$ cat src/gear_mode_pkg.sv
// Shared constants for the gear ratio and control mode switch block.
// Assumes a single 20 MHz drive clock and synchronous active-low reset.
package gear_mode_pkg;
  // ----------------------------------------------------------------------
  // Register map (byte addresses, one aligned word each)
  // ----------------------------------------------------------------------
  localparam logic [7:0] ADDR_NUM_PRIMARY = 8'h00;
  localparam logic [7:0] ADDR_NUM_TWO = 8'h04;
  localparam logic [7:0] ADDR_NUM_THREE = 8'h08;
  localparam logic [7:0] ADDR_NUM_FOUR = 8'h0c;
  localparam logic [7:0] ADDR_DENOM = 8'h10;
  localparam logic [7:0] ADDR_MODE_SET = 8'h14;
  localparam logic [7:0] ADDR_TUNE_MODE = 8'h18;
  localparam logic [7:0] ADDR_TUNE_LEVEL = 8'h1c;
  localparam logic [7:0] ADDR_STATUS = 8'h20;
  localparam logic [7:0] ADDR_TARGET = 8'h24;
  // ----------------------------------------------------------------------
  // Widths and reset values
  // ----------------------------------------------------------------------
  localparam int GEAR_W = 27;
  localparam logic [26:0] GEAR_MAX = 27'h4000000;
  localparam logic [26:0] NUM_RESET = 27'h0000001;
  localparam logic [26:0] DEN_RESET = 27'h0000001;
  localparam logic [31:0] ENCODER_PPR = 32'h00400000;
  localparam logic [15:0] MODE_RESET = 16'h0000;
  localparam logic [15:0] TUNE_MODE_MAX = 16'h0004;
  localparam logic [15:0] TUNE_MODE_RESET = 16'h0002;
  localparam logic [5:0] TUNE_LEVEL_MIN = 6'h01;
  localparam logic [5:0] TUNE_LEVEL_MAX = 6'h20;
  localparam logic [5:0] TUNE_LEVEL_RESET = 6'h0a;
  // ----------------------------------------------------------------------
  // Control mode codes
  // ----------------------------------------------------------------------
  localparam logic [15:0] MODE_PT_S = 16'h1001;
  localparam logic [15:0] MODE_PT_T = 16'h1005;
  localparam logic [15:0] MODE_PR_S = 16'h1011;
  localparam logic [15:0] MODE_PR_T = 16'h1015;
  localparam logic [15:0] MODE_S_T = 16'h1003;
  localparam logic [15:0] MODE_PT_PR = 16'h1020;
  // Active loop encoding
  localparam logic [1:0] LOOP_POS = 2'h0;
  localparam logic [1:0] LOOP_SPEED = 2'h1;
  localparam logic [1:0] LOOP_TORQUE = 2'h2;
  // Status bit positions
  localparam int ST_LOOP_LSB = 0;
  localparam int ST_INTERNAL = 2;
  localparam int ST_GEAR_LSB = 3;
  localparam int ST_PENDING = 5;
  localparam int ST_STAGED_DIFF = 6;
  // AXI responses
  localparam logic [1:0] RESP_OKAY = 2'h0;
  localparam logic [1:0] RESP_SLVERR = 2'h2;
endpackage : gear_mode_pkg

$ cat src/gear_ratio_and_mode_switch.sv
// Gear ratio scaling of position pulses and hybrid control-mode switching.
// Assumes an AXI4-Lite master on aclk and raw dry-contact inputs from pins.
// Operation
// Two select inputs pick one of four gear numerators.
// Controller keeps gear ratio between one fiftieth and 64000.
// Numerators and denominator hold up to two to the 26; numerator two is 1.
// Controller changes gear settings only with servo off.
// Encoder resolution is 4194304 counts per revolution.
// Each pulse adds numerator over denominator counts, remainder carried.
// Mode codes 1001h, 1005h, 1011h select position-speed/torque hybrids.
// Codes 1015h, 1003h, 1020h select further hybrids and source switch.
// Position/speed: off position, on speed; source: off external, on internal.
// Speed/torque: off speed, on torque; torque/position: off torque, on pos.
// Controller enables the mode switch input before hybrid switching.
// Position/speed change happens only when zero speed is detected.
// Torque/position change happens only when zero speed is detected.
// Controller drives position trigger on entering internal position mode.
// Shared input is forward start in speed, reverse select in torque.
// Paired inputs remap to the new mode's function on a mode change.
// Crosswise pairing reverses direction between speed and torque.
// Controller should change mode only with motor stopped.
// Tuning mode accepts 0 to 4, resets to 2.
// Tuning response level accepts 1 to 32, resets to 10.
// Mode setting takes effect only after a restart.
// Inputs are synchronised; shorted is one, open is zero.
`timescale 1ns/1ps
module gear_ratio_and_mode_switch #(
  parameter int GEAR_W = 27
) (
  input wire logic aclk,
  input wire logic aresetn,
  input wire logic [7:0] awaddr,
  input wire logic awvalid,
  output logic awready,
  input wire logic [31:0] wdata,
  input wire logic [3:0] wstrb,
  input wire logic wvalid,
  output logic wready,
  output logic [1:0] bresp,
  output logic bvalid,
  input wire logic bready,
  input wire logic [7:0] araddr,
  input wire logic arvalid,
  output logic arready,
  output logic [31:0] rdata,
  output logic [1:0] rresp,
  output logic rvalid,
  input wire logic rready,
  input wire logic gear_select_low,
  input wire logic gear_select_high,
  input wire logic mode_switch_input,
  input wire logic shared_start_pin,
  input wire logic zero_speed,
  input wire logic cmd_pulse,
  input wire logic cmd_dir,
  output logic [1:0] active_loop,
  output logic internal_source,
  output logic forward_start_input,
  output logic reverse_select_input,
  output logic target_step,
  output logic [31:0] target_pos
);
  // ----------------------------------------------------------------------
  // Pin synchronisers
  // ----------------------------------------------------------------------
  logic [3:0] pin_raw;
  logic [3:0] s1_q, s2_q, s3_q, pin_q;
  assign pin_raw = {shared_start_pin, mode_switch_input, gear_select_high,
                    gear_select_low};
  // A shorted contact reads one; change counted once stages two and three agree
  for (genvar i = 0; i < 4; i++) begin : g_sync
    always_ff @(posedge aclk) begin
      if (!aresetn) begin
        s1_q[i] <= 1'b0;
        s2_q[i] <= 1'b0;
        s3_q[i] <= 1'b0;
        pin_q[i] <= 1'b0;
      end else begin
        s1_q[i] <= pin_raw[i];
        s2_q[i] <= s1_q[i];
        s3_q[i] <= s2_q[i];
        if (s2_q[i] == s3_q[i]) begin
          pin_q[i] <= s3_q[i];
        end
      end
    end
  end
  // ----------------------------------------------------------------------
  // Register file
  // ----------------------------------------------------------------------
  logic [GEAR_W-1:0] num_q [4];
  logic [GEAR_W-1:0] den_q;
  // Retained setting: aresetn leaves it, so it goes live at the next restart
  logic [15:0] mode_live_q, mode_staged_q = gear_mode_pkg::MODE_RESET;
  logic [15:0] tune_mode_q;
  logic [5:0] tune_level_q;
  logic aw_hold_q, w_hold_q;
  logic [7:0] aw_addr_q;
  logic [31:0] w_data_q;
  logic wr_fire;
  logic wr_ok;
  // Address and data are latched independently so they may come in any order
  assign awready = !aw_hold_q && !bvalid;
  assign wready = !w_hold_q && !bvalid;
  assign wr_fire = aw_hold_q && w_hold_q && !bvalid;
  always_ff @(posedge aclk) begin
    if (!aresetn) begin
      aw_hold_q <= 1'b0;
      w_hold_q <= 1'b0;
      aw_addr_q <= 8'h00;
      w_data_q <= 32'h00000000;
    end else begin
      if (awvalid && awready) begin
        aw_hold_q <= 1'b1;
        aw_addr_q <= awaddr;
      end else if (wr_fire) begin
        aw_hold_q <= 1'b0;
      end
      if (wvalid && wready) begin
        w_hold_q <= 1'b1;
        w_data_q <= wdata;
      end else if (wr_fire) begin
        w_hold_q <= 1'b0;
      end
    end
  end
  // Out-of-range values are refused whole with SLVERR, keeping the old value
  always_comb begin
    wr_ok = 1'b1;
    unique case (aw_addr_q)
      gear_mode_pkg::ADDR_NUM_PRIMARY, gear_mode_pkg::ADDR_NUM_TWO,
      gear_mode_pkg::ADDR_NUM_THREE, gear_mode_pkg::ADDR_NUM_FOUR,
      gear_mode_pkg::ADDR_DENOM:
        wr_ok = (w_data_q[31:0] != 32'h0) &&
                (w_data_q <= {5'h00, gear_mode_pkg::GEAR_MAX});
      gear_mode_pkg::ADDR_MODE_SET: wr_ok = 1'b1;
      gear_mode_pkg::ADDR_TUNE_MODE:
        wr_ok = w_data_q <= {16'h0000, gear_mode_pkg::TUNE_MODE_MAX};
      gear_mode_pkg::ADDR_TUNE_LEVEL:
        wr_ok = (w_data_q >= {26'h0, gear_mode_pkg::TUNE_LEVEL_MIN}) &&
                (w_data_q <= {26'h0, gear_mode_pkg::TUNE_LEVEL_MAX});
      default: wr_ok = 1'b0;
    endcase
  end
  // Write response
  always_ff @(posedge aclk) begin
    if (!aresetn) begin
      bvalid <= 1'b0;
      bresp <= gear_mode_pkg::RESP_OKAY;
    end else if (wr_fire) begin
      bvalid <= 1'b1;
      bresp <= wr_ok ? gear_mode_pkg::RESP_OKAY : gear_mode_pkg::RESP_SLVERR;
    end else if (bready) begin
      bvalid <= 1'b0;
    end
  end
  // Settings storage; wstrb ignored since every setting is a whole value
  always_ff @(posedge aclk) begin
    if (!aresetn) begin
      for (int k = 0; k < 4; k++) begin
        num_q[k] <= GEAR_W'(gear_mode_pkg::NUM_RESET);
      end
      den_q <= GEAR_W'(gear_mode_pkg::DEN_RESET);
      tune_mode_q <= gear_mode_pkg::TUNE_MODE_RESET;
      tune_level_q <= gear_mode_pkg::TUNE_LEVEL_RESET;
    end else if (wr_fire && wr_ok) begin
      unique case (aw_addr_q)
        gear_mode_pkg::ADDR_NUM_PRIMARY: num_q[0] <= w_data_q[GEAR_W-1:0];
        gear_mode_pkg::ADDR_NUM_TWO: num_q[1] <= w_data_q[GEAR_W-1:0];
        gear_mode_pkg::ADDR_NUM_THREE: num_q[2] <= w_data_q[GEAR_W-1:0];
        gear_mode_pkg::ADDR_NUM_FOUR: num_q[3] <= w_data_q[GEAR_W-1:0];
        gear_mode_pkg::ADDR_DENOM: den_q <= w_data_q[GEAR_W-1:0];
        gear_mode_pkg::ADDR_MODE_SET: mode_staged_q <= w_data_q[15:0];
        gear_mode_pkg::ADDR_TUNE_MODE: tune_mode_q <= w_data_q[15:0];
        gear_mode_pkg::ADDR_TUNE_LEVEL: tune_level_q <= w_data_q[5:0];
        default: ;
      endcase
    end
  end
  // Live mode only follows the staged value across a reset, as on power-up
  logic mode_load_q;
  always_ff @(posedge aclk) begin
    if (!aresetn) begin
      mode_live_q <= gear_mode_pkg::MODE_RESET;
    end else if (mode_load_q) begin
      mode_live_q <= mode_staged_q;
    end
  end
  always_ff @(posedge aclk) begin
    if (!aresetn) begin
      mode_load_q <= 1'b1;
    end else begin
      mode_load_q <= 1'b0;
    end
  end
  // ----------------------------------------------------------------------
  // Read channel
  // ----------------------------------------------------------------------
  logic [31:0] status_w;
  logic [1:0] gear_idx;
  logic pending_w;
  assign arready = !rvalid;
  always_ff @(posedge aclk) begin
    if (!aresetn) begin
      rvalid <= 1'b0;
      rdata <= 32'h00000000;
      rresp <= gear_mode_pkg::RESP_OKAY;
    end else if (arvalid && arready) begin
      rvalid <= 1'b1;
      rresp <= gear_mode_pkg::RESP_OKAY;
      unique case (araddr)
        gear_mode_pkg::ADDR_NUM_PRIMARY: rdata <= 32'(num_q[0]);
        gear_mode_pkg::ADDR_NUM_TWO: rdata <= 32'(num_q[1]);
        gear_mode_pkg::ADDR_NUM_THREE: rdata <= 32'(num_q[2]);
        gear_mode_pkg::ADDR_NUM_FOUR: rdata <= 32'(num_q[3]);
        gear_mode_pkg::ADDR_DENOM: rdata <= 32'(den_q);
        gear_mode_pkg::ADDR_MODE_SET: rdata <= {16'h0000, mode_staged_q};
        gear_mode_pkg::ADDR_TUNE_MODE: rdata <= {16'h0000, tune_mode_q};
        gear_mode_pkg::ADDR_TUNE_LEVEL: rdata <= {26'h0, tune_level_q};
        gear_mode_pkg::ADDR_STATUS: rdata <= status_w;
        gear_mode_pkg::ADDR_TARGET: rdata <= target_pos;
        default: begin
          rdata <= 32'h00000000;
          rresp <= gear_mode_pkg::RESP_SLVERR;
        end
      endcase
    end else if (rready) begin
      rvalid <= 1'b0;
    end
  end
  // ----------------------------------------------------------------------
  // Mode switching
  // ----------------------------------------------------------------------
  logic [1:0] want_loop;
  logic want_internal;
  logic sel_on;
  assign sel_on = pin_q[2];
  // Decode which loop the mode input asks for in the live hybrid mode
  always_comb begin
    want_loop = gear_mode_pkg::LOOP_POS;
    want_internal = 1'b0;
    unique case (mode_live_q)
      gear_mode_pkg::MODE_PT_S:
        want_loop = sel_on ? gear_mode_pkg::LOOP_SPEED : gear_mode_pkg::LOOP_POS;
      gear_mode_pkg::MODE_PR_S: begin
        want_loop = sel_on ? gear_mode_pkg::LOOP_SPEED : gear_mode_pkg::LOOP_POS;
        want_internal = 1'b1;
      end
      gear_mode_pkg::MODE_PT_T:
        want_loop = sel_on ? gear_mode_pkg::LOOP_POS : gear_mode_pkg::LOOP_TORQUE;
      gear_mode_pkg::MODE_PR_T: begin
        want_loop = sel_on ? gear_mode_pkg::LOOP_POS : gear_mode_pkg::LOOP_TORQUE;
        want_internal = 1'b1;
      end
      gear_mode_pkg::MODE_S_T:
        want_loop = sel_on ? gear_mode_pkg::LOOP_TORQUE : gear_mode_pkg::LOOP_SPEED;
      gear_mode_pkg::MODE_PT_PR: want_internal = sel_on;
      default: ;
    endcase
  end
  // Changes that touch position wait for zero speed; speed/torque does not
  assign pending_w = (want_loop != active_loop) ||
                     (want_internal != internal_source);
  always_ff @(posedge aclk) begin
    if (!aresetn) begin
      active_loop <= gear_mode_pkg::LOOP_POS;
      internal_source <= 1'b0;
    end else if (pending_w && (zero_speed ||
                 (mode_live_q == gear_mode_pkg::MODE_S_T))) begin
      active_loop <= want_loop;
      internal_source <= want_internal;
    end
  end
  // Shared pin feeds whichever function the active loop owns
  always_ff @(posedge aclk) begin
    if (!aresetn) begin
      forward_start_input <= 1'b0;
      reverse_select_input <= 1'b0;
    end else begin
      forward_start_input <= pin_q[3] &&
        (active_loop == gear_mode_pkg::LOOP_SPEED);
      reverse_select_input <= pin_q[3] &&
        (active_loop == gear_mode_pkg::LOOP_TORQUE);
    end
  end
  // ----------------------------------------------------------------------
  // Electronic gear
  // ----------------------------------------------------------------------
  logic [GEAR_W-1:0] num_sel, rem_q;
  logic [GEAR_W:0] acc_w;
  logic pulse_d_q;
  logic [31:0] step_q;
  logic busy_q;
  assign gear_idx = pin_q[1:0];
  assign num_sel = num_q[gear_idx];
  assign status_w = {25'h0, (mode_staged_q != mode_live_q), pending_w,
                     gear_idx, internal_source, active_loop};
  // One count emitted per cycle while the remainder holds a whole count;
  // at most numerator/denominator counts rounded up, so pulses must be spaced out
  assign acc_w = {1'b0, rem_q} + {1'b0, num_sel};
  always_ff @(posedge aclk) begin
    if (!aresetn) begin
      pulse_d_q <= 1'b0;
      rem_q <= '0;
      step_q <= 32'h0;
      busy_q <= 1'b0;
      target_step <= 1'b0;
      target_pos <= 32'h0;
    end else begin
      pulse_d_q <= cmd_pulse;
      target_step <= 1'b0;
      if (cmd_pulse && !pulse_d_q &&
          active_loop == gear_mode_pkg::LOOP_POS && !internal_source) begin
        rem_q <= acc_w[GEAR_W-1:0];
        busy_q <= 1'b1;
      end else if (busy_q) begin
        if (rem_q >= den_q) begin
          rem_q <= rem_q - den_q;
          target_step <= 1'b1;
          target_pos <= cmd_dir ? target_pos - 32'h1 : target_pos + 32'h1;
        end else begin
          busy_q <= 1'b0;
        end
      end
    end
  end
  // Encoder resolution fixes counts per revolution for the numerator scale
  logic [31:0] unused_ppr;
  assign unused_ppr = gear_mode_pkg::ENCODER_PPR;
  // ----------------------------------------------------------------------
  // Assertions
  // ----------------------------------------------------------------------
  a_pos_switch_gated: assert property (@(posedge aclk) disable iff (!aresetn)
    ($changed(active_loop) && mode_live_q != gear_mode_pkg::MODE_S_T)
    |-> $past(zero_speed))
    else $error("Loop changed without zero speed");
  a_tp_switch_gated: assert property (@(posedge aclk) disable iff (!aresetn)
    $changed(internal_source) |-> $past(zero_speed))
    else $error("Source changed without zero speed");
  a_fwd_only_speed: assert property (@(posedge aclk) disable iff (!aresetn)
    forward_start_input |-> !reverse_select_input)
    else $error("Shared input drove both functions");
  a_tune_range: assert property (@(posedge aclk) disable iff (!aresetn)
    tune_mode_q <= gear_mode_pkg::TUNE_MODE_MAX)
    else $error("Tuning mode out of range");
  a_level_range: assert property (@(posedge aclk) disable iff (!aresetn)
    tune_level_q >= gear_mode_pkg::TUNE_LEVEL_MIN &&
    tune_level_q <= gear_mode_pkg::TUNE_LEVEL_MAX)
    else $error("Response level out of range");
  a_mode_frozen: assert property (@(posedge aclk) disable iff (!aresetn)
    !$past(mode_load_q) |-> $stable(mode_live_q))
    else $error("Live mode changed without restart");
  a_den_nonzero: assert property (@(posedge aclk) disable iff (!aresetn)
    den_q != '0 && den_q <= GEAR_W'(gear_mode_pkg::GEAR_MAX))
    else $error("Denominator out of range");
  a_step_moves: assert property (@(posedge aclk) disable iff (!aresetn)
    target_step |-> target_pos != $past(target_pos))
    else $error("Step without target change");
endmodule : gear_ratio_and_mode_switch

$ cat config.mk
export PLATFORM = sky130hd
export DESIGN_NAME = gear_ratio_and_mode_switch
export DESIGN_NICKNAME = d
export VERILOG_FILES = /design/src/gear_mode_pkg.sv /design/src/gear_ratio_and_mode_switch.sv
export SDC_FILE = /design/constraint.sdc
export NUM_CORES = 1
export LEC_CHECK = 0
export BUFFER_PORTS_ARGS = -buffer_cell sky130_fd_sc_hd__buf_2
export CAP_MARGIN = 20
export CORE_MARGIN = 2
export CORE_UTILIZATION = 35
export CTS_CLUSTER_SIZE = 16
export DETAILED_ROUTE_END_ITERATION = 16
export RECOVER_POWER = 50
export SYNTH_ARGS = -nofsm -noshare
export SYNTH_HDL_FRONTEND = slang
export SYNTH_SLANG_ARGS = --single-unit
$ cat constraint.sdc
create_clock -name aclk -period 6.1 [get_ports aclk]
set_clock_uncertainty 0.1 [all_clocks]
set_input_delay 1.22 -clock aclk [delete_from_list [all_inputs] [get_ports aclk]]
set_output_delay 1.22 -clock aclk [all_outputs]
set_load 0.05 [all_outputs]
### Yosys cells after proc, flatten, opt, wreduce, memory -nomap -nowiden

Memories as Yosys holds them, arrays and structs flattened.
Index checks and enable logic that the tools add are counted.
W data, S select, Z words.

| storage, ports and cells | value |
|---|---|
| bits in registers | 245 |
| RAM bits | 108 |
| bits of input ports | 66 |
| output and inout bits | 79 |
| word-level logic and storage cells | 177 |
| memories | 1 |

Memory list:

| name | depth | bits a word | read ports | clocked after memory_dff | write ports | RTL line | source |
|---|---|---|---|---|---|---|---|
| num_q | 4 | 27 | 5 | 0 | 4 | gear_ratio_and_mode_switch.sv:91 | `logic [GEAR_W-1:0] num_q [4];` |

| cells by class | value |
|---|---|
| add/subtract/negate cells | 4 |
| magnitude comparators | 5 |
| eq/ne operators | 31 |
| mux-type cells | 44 |
| bitwise logic cells | 6 |
| reduce and logical (&&, ||, !) cells | 46 |

Operators with widths:

| cell | number |
|---|---|
| $pmux W32 S10 | 1 |
| $mux W27 | 7 |
| $eq A16 B13 Y1 const B | 6 |
| $eq A8 B5 Y1 const B | 8 |
| $add A32 B1 Y32 const B | 1 |
| $eq A8 B4 Y1 const B | 4 |
| $ge A32 B1 Y1 const B | 1 |
| $le A32 B27 Y1 const B | 1 |
| $le A32 B3 Y1 const B | 1 |
| $le A32 B6 Y1 const B | 1 |
| $mux W32 | 1 |
| $reduce_bool A32 Y1 | 1 |
| $sub A32 B1 Y32 const B | 1 |
| $mux W1 | 28 |
| $add A27 B27 Y27 | 1 |
| $ge A27 B27 Y1 | 1 |
| $sub A27 B27 Y27 | 1 |
| $eq A8 B3 Y1 const B | 2 |
| $eq A8 B6 Y1 const B | 2 |
| $logic_and A1 B1 Y1 | 16 |
| $logic_not A8 Y1 | 2 |
| $ne A16 B16 Y1 | 1 |
| $reduce_bool A2 Y1 | 6 |
| $reduce_or A10 Y1 | 1 |
| 18 further kinds | 41 |

### Longest topological paths before layout

| logic depth | value |
|---|---|
| depth after elaboration | 8 |
| gate-level depth with buffers | 14 |
| mapped depth without buffers | 13 |

### Worst setup path before layout

No wires, ideal clock.

| timing path | value |
|---|---|
| path type | register to register |
| start | reg w_data_q[0] |
| end | mem num_q[1][0], enable pin |
| library setup time | 0.449 ns |
| arrival time | 4.371 ns |
| data required time | 5.551 ns |
| setup slack | 1.181 ns |
| cell stages (with the launch flop) | 11 |
| path buffers | 2 |
| period minus slack after synthesis | 4.919 ns |
| path through | dfxtp_1 > buf_2 > or3_1 > nor3_1 > nor4bb_1 > xnor2_1 > nand4_1 > a211o_2 > or3_1 > buf_4 > o21ai_0 |

RTL lines:

| what | RTL line | source |
|---|---|---|
| from (decl) | gear_ratio_and_mode_switch.sv:99 | `logic [31:0] w_data_q;` |
| from (signal assigned) | gear_ratio_and_mode_switch.sv:121 | `w_data_q <= wdata;` |
| to (decl) | gear_ratio_and_mode_switch.sv:91 |  |

==> out/qor.csv <==
stage;metric;value;unit
layout;final core utilization;40.5;%
clock_network;hold buffers post-CTS;0;
detailed_routing;drt initial violations;1295;
layout;layout cell share with drive strength beyond 1;9.34;%
timing;fin crit share;79.3;%
worst_setup_path;FF-to-FF End;rem_q[18]$_SDFFE_PN0P_;
worst_setup_path;crit end category;register;
timing;RSZ-0062 raised after global routing;false;
run_status;outcome;finished, violations left;
clock_network;clock-pin slew on the worst setup and hold paths;0.05;ns
layout;Final Cell Area;0.0217;mm^2
timing;hold_ws;0.338;ns
detailed_routing;via count;16000;
synth;largest area contributor in the netlist;dfxtp_1;
timing;Worst Tran Pin Value;2.66;ns
worst_setup_path;CP Class;in -> reg;
timing;setup slack after layout;1.26;ns
clock_network;post-CTS setup buffers;0;
synth;area fraction of the dominant cell type after synthesis;24.0;%
power;Reg power frac;35.5;%
worst_setup_path;most used cell, CP;clkbuf_1;
detailed_routing;1st-pass router iterations;6;
die;Site Rows;85;
clock_network;Root Driver;clkbuf_16;
grt;global route overflow;0;
detailed_routing;DRC Markers;0;
detailed_routing;Avg Vias per Cell;5.56;
worst_setup_path;crit path DAT;5.20;ns
clock_network;clk_lat worst skew;0.59;ns
layout;commonest non-fill, non-tap cell in the layout;nand2_1;
placement;PortBufs;138;
power;clock share of power;31.7;%
run_status;failing checks;capacitance limit, slew limit;
power;Pint;5.12;mW
placement;placed instance area;0.0204;mm^2
detailed_routing;final antenna-violating net count;0;
flow_run;max-cap violation count;7;
worst_hold_path;worst hold start;s1_q[2]$_SDFF_PN0_;
worst_setup_path;CP cell instances;clkbuf_1 > clkinvlp_2 > clkbuf_1 > nor2_1 > and2_1;
synth;Async SR Flop Fraction;0;%
clock_network;Num Clock Sinks;351;
power;combinational power share;32.8;%
die;Die ar.;0.0559;mm^2
die;die width;236;um
layout;antenna cells;0;
detailed_routing;final wirelength;60300;um
clock_network;Max Root-Sink Buffers;3;
synth;Yosys cell types;78;
synth;FF+latch count, synth;351;
grt;largest net degree at the start of global routing;74;
synth;Warnings, synthesis;0;
clock_network;cts bufs inserted;43;
worst_setup_path;slowest CP cell;clkbuf_1;
worst_setup_path;RR Startpoint;den_q[13]$_SDFFE_PN0P_;
placement;dpl ws;1.40;ns
worst_hold_path;Hold EP;s2_q[2]$_SDFF_PN0_;
layout;Seq. cell area;0.00827;mm^2
timing;Final setup viols;0;
grt;overall routing resource usage;21.2;%
timing;Final Slew Violations;305;
worst_hold_path;Cells on Worst Hold Path;1;
layout;post-route insts no fill;2881;
grt;initial antenna violation count;0;
synth;syn_area_per_cell;9.25;um^2
layout;most frequent cells in the layout;nand2_1, dfxtp_1, a21oi_1;
worst_setup_path;Crit path max-delay family;buffers and inverters;
synth;Synth Flop Type;dfxtp_1;
die;I/O pins;145;
worst_setup_path;WP data required;6.46;ns
clock_network;Max H-tree Level;2;
placement;RD Place Congestion;0.875;
layout;Layout Nets;2303;
power;Peak VDD IR;0.000201;V
layout;Layout area overhead;14.7;%
power;sw frac;36.4;%
clock_network;post-CTS resize count;0;
clock_network;CTS tree;built;
placement;Detail Placement HPWL;42800;um
synth;Post-synth EDFFs;124;
grt;vias in the first global route;15800;
worst_setup_path;FF-to-FF path depth;10;
worst_setup_path;R2R setup slack;1.43;ns
power;Switch Pwr;2.93;mW
synth;Mapped Cells;2045;
timing;Final min period;4.84;ns
power;leakage;7.98;nW
timing;Max-slew headroom;-77.1;%
synth;area of the mapped netlist;0.0189;mm^2
power;Design Power;8.04;mW
synth;Synth area leaders;dfxtp_1, edfxtp_1, a21oi_1;
synth;register area share after synthesis;43.7;%
power;pwr dens;371;mW/mm^2
worst_setup_path;CP bufs+invs;3;
placement;dpl cells;2799;
worst_setup_path;worst-path maximum fanout;44;
timing;setup TNS;0;ns
timing;max frequency;0.207;GHz
detailed_routing;DR WL/cell;20.9;um
layout;# fillers;5348;
die;Core Footprint;0.0536;mm^2
worst_setup_path;CP Launch Type;primary input;
timing;Final Hold Fails;0;
die;Die Ht;236;um
grt;first-pass GRT wire length;91900;um
die;initial core utilization;35.3;%
layout;Multi-input gate area;0.0100;mm^2
worst_setup_path;Largest stage delay, worst path;1.67;ns
worst_hold_path;Hold Crit Class;reg -> reg;
## final cells by class
type	instances	share of cell area [%]
multi-input cells	1522	46.2
clock buffers	70	5.80
clock inverters	9	0.629
repair buffers	171	4.17
well taps	696	4.02
flip-flops and latches	351	38.1
inverters	62	1.08
## cell families after synthesis
kind of cell,count (synthesis),share of synthesized area (%)
buffers and inverters,173,3.67
and+or+nand+nor,735,19.2
other,1,0.0198
xor gates and xnor gates,73,3.38
DFF,351,43.7
muxes,61,5.02
AOI/OAI and AO/OA,565,19.2
adders and majority gates,86,5.81
## power by group through the flow
stage	logic, mW	clock network (mW)	registers (mW)
global placement	2.60	0	2.89
floorplan	1.88	0	2.96
global route	2.94	2.69	2.88
finish	2.64	2.55	2.85
detailed placement	2.64	0	2.90
CTS	2.65	2.61	2.85
## cells in the mapped netlist, types with 6 or more instances
| cell | n |
|---|---|
| nor2_1 | 124 |
| inv_1 | 62 |
| xnor2_1 | 32 |
| a21oi_1 | 212 |
| and2_1 | 138 |
| nand2_1 | 280 |
| o21a_1 | 16 |
| nor3b_1 | 6 |
| a31oi_1 | 43 |
| o211ai_1 | 10 |
| nand3_1 | 38 |
| a211oi_1 | 23 |
| a21o_1 | 21 |
| o31ai_1 | 6 |
| nor4_1 | 15 |
| or3_1 | 17 |
| buf_2 | 18 |
| nor3_1 | 24 |
| ha_1 | 83 |
| o21ai_0 | 66 |
| a221oi_1 | 28 |
| mux2i_1 | 34 |
| xor2_1 | 41 |
| a22oi_1 | 58 |
| and3_1 | 12 |
| mux4_2 | 27 |
| buf_1 | 12 |
| dfxtp_1 | 227 |
| nor2b_1 | 11 |
| clkbuf_1 | 76 |
| edfxtp_1 | 124 |
| nand4_1 | 17 |
| nand2b_1 | 21 |
| a211o_1 | 6 |
| a22o_1 | 23 |
## layer usage
metal | global-route usage [%] | part of all wire, %
met5 | 0 | 0
met2 | 35.0 | 46
met4 | 7.27 | 3.0
met3 | 3.45 | 6.7
met1 | 28.2 | 44
## registers in the layout (all words and copies together), names as in the netlist, 6 cells and up
name / cells
rdata: 32
mode_staged_q: 16
mode_live_q: 16
tune_mode_q: 16
rem_q: 27
num_q: 108
w_data_q: 32
den_q: 27
aw_addr_q: 8
tune_level_q: 6
target_pos: 32
## how the worst max path moves through the flow
stage / from / to / slack, ns / cells past startpoint
4_1_cts: gear_idx[0]$_SDFFE_PN0N_ / rem_q[25]$_SDFFE_PN0P_ / 1.53 / 12
5_1_grt: den_q[13]$_SDFFE_PN0P_ / rem_q[18]$_SDFFE_PN0P_ / 0.92 / 10
6_report: aresetn / tune_mode_q[14]$_SDFFE_PN0P_ / 1.26 / 5
3_5_place_dp: cmd_dir / target_pos[30]$_SDFFE_PN0P_ / 1.40 / 12
3_3_place_gp: cmd_dir / target_pos[30]$_SDFFE_PN0P_ / 1.43 / 12
2_1_floorplan: w_data_q[0]$_SDFFE_PN0P_ / num_q[1][0]$_SDFFCE_PN1P_ / 1.18 / 10
No activity file was read; power rests on OpenSTA's default activity.
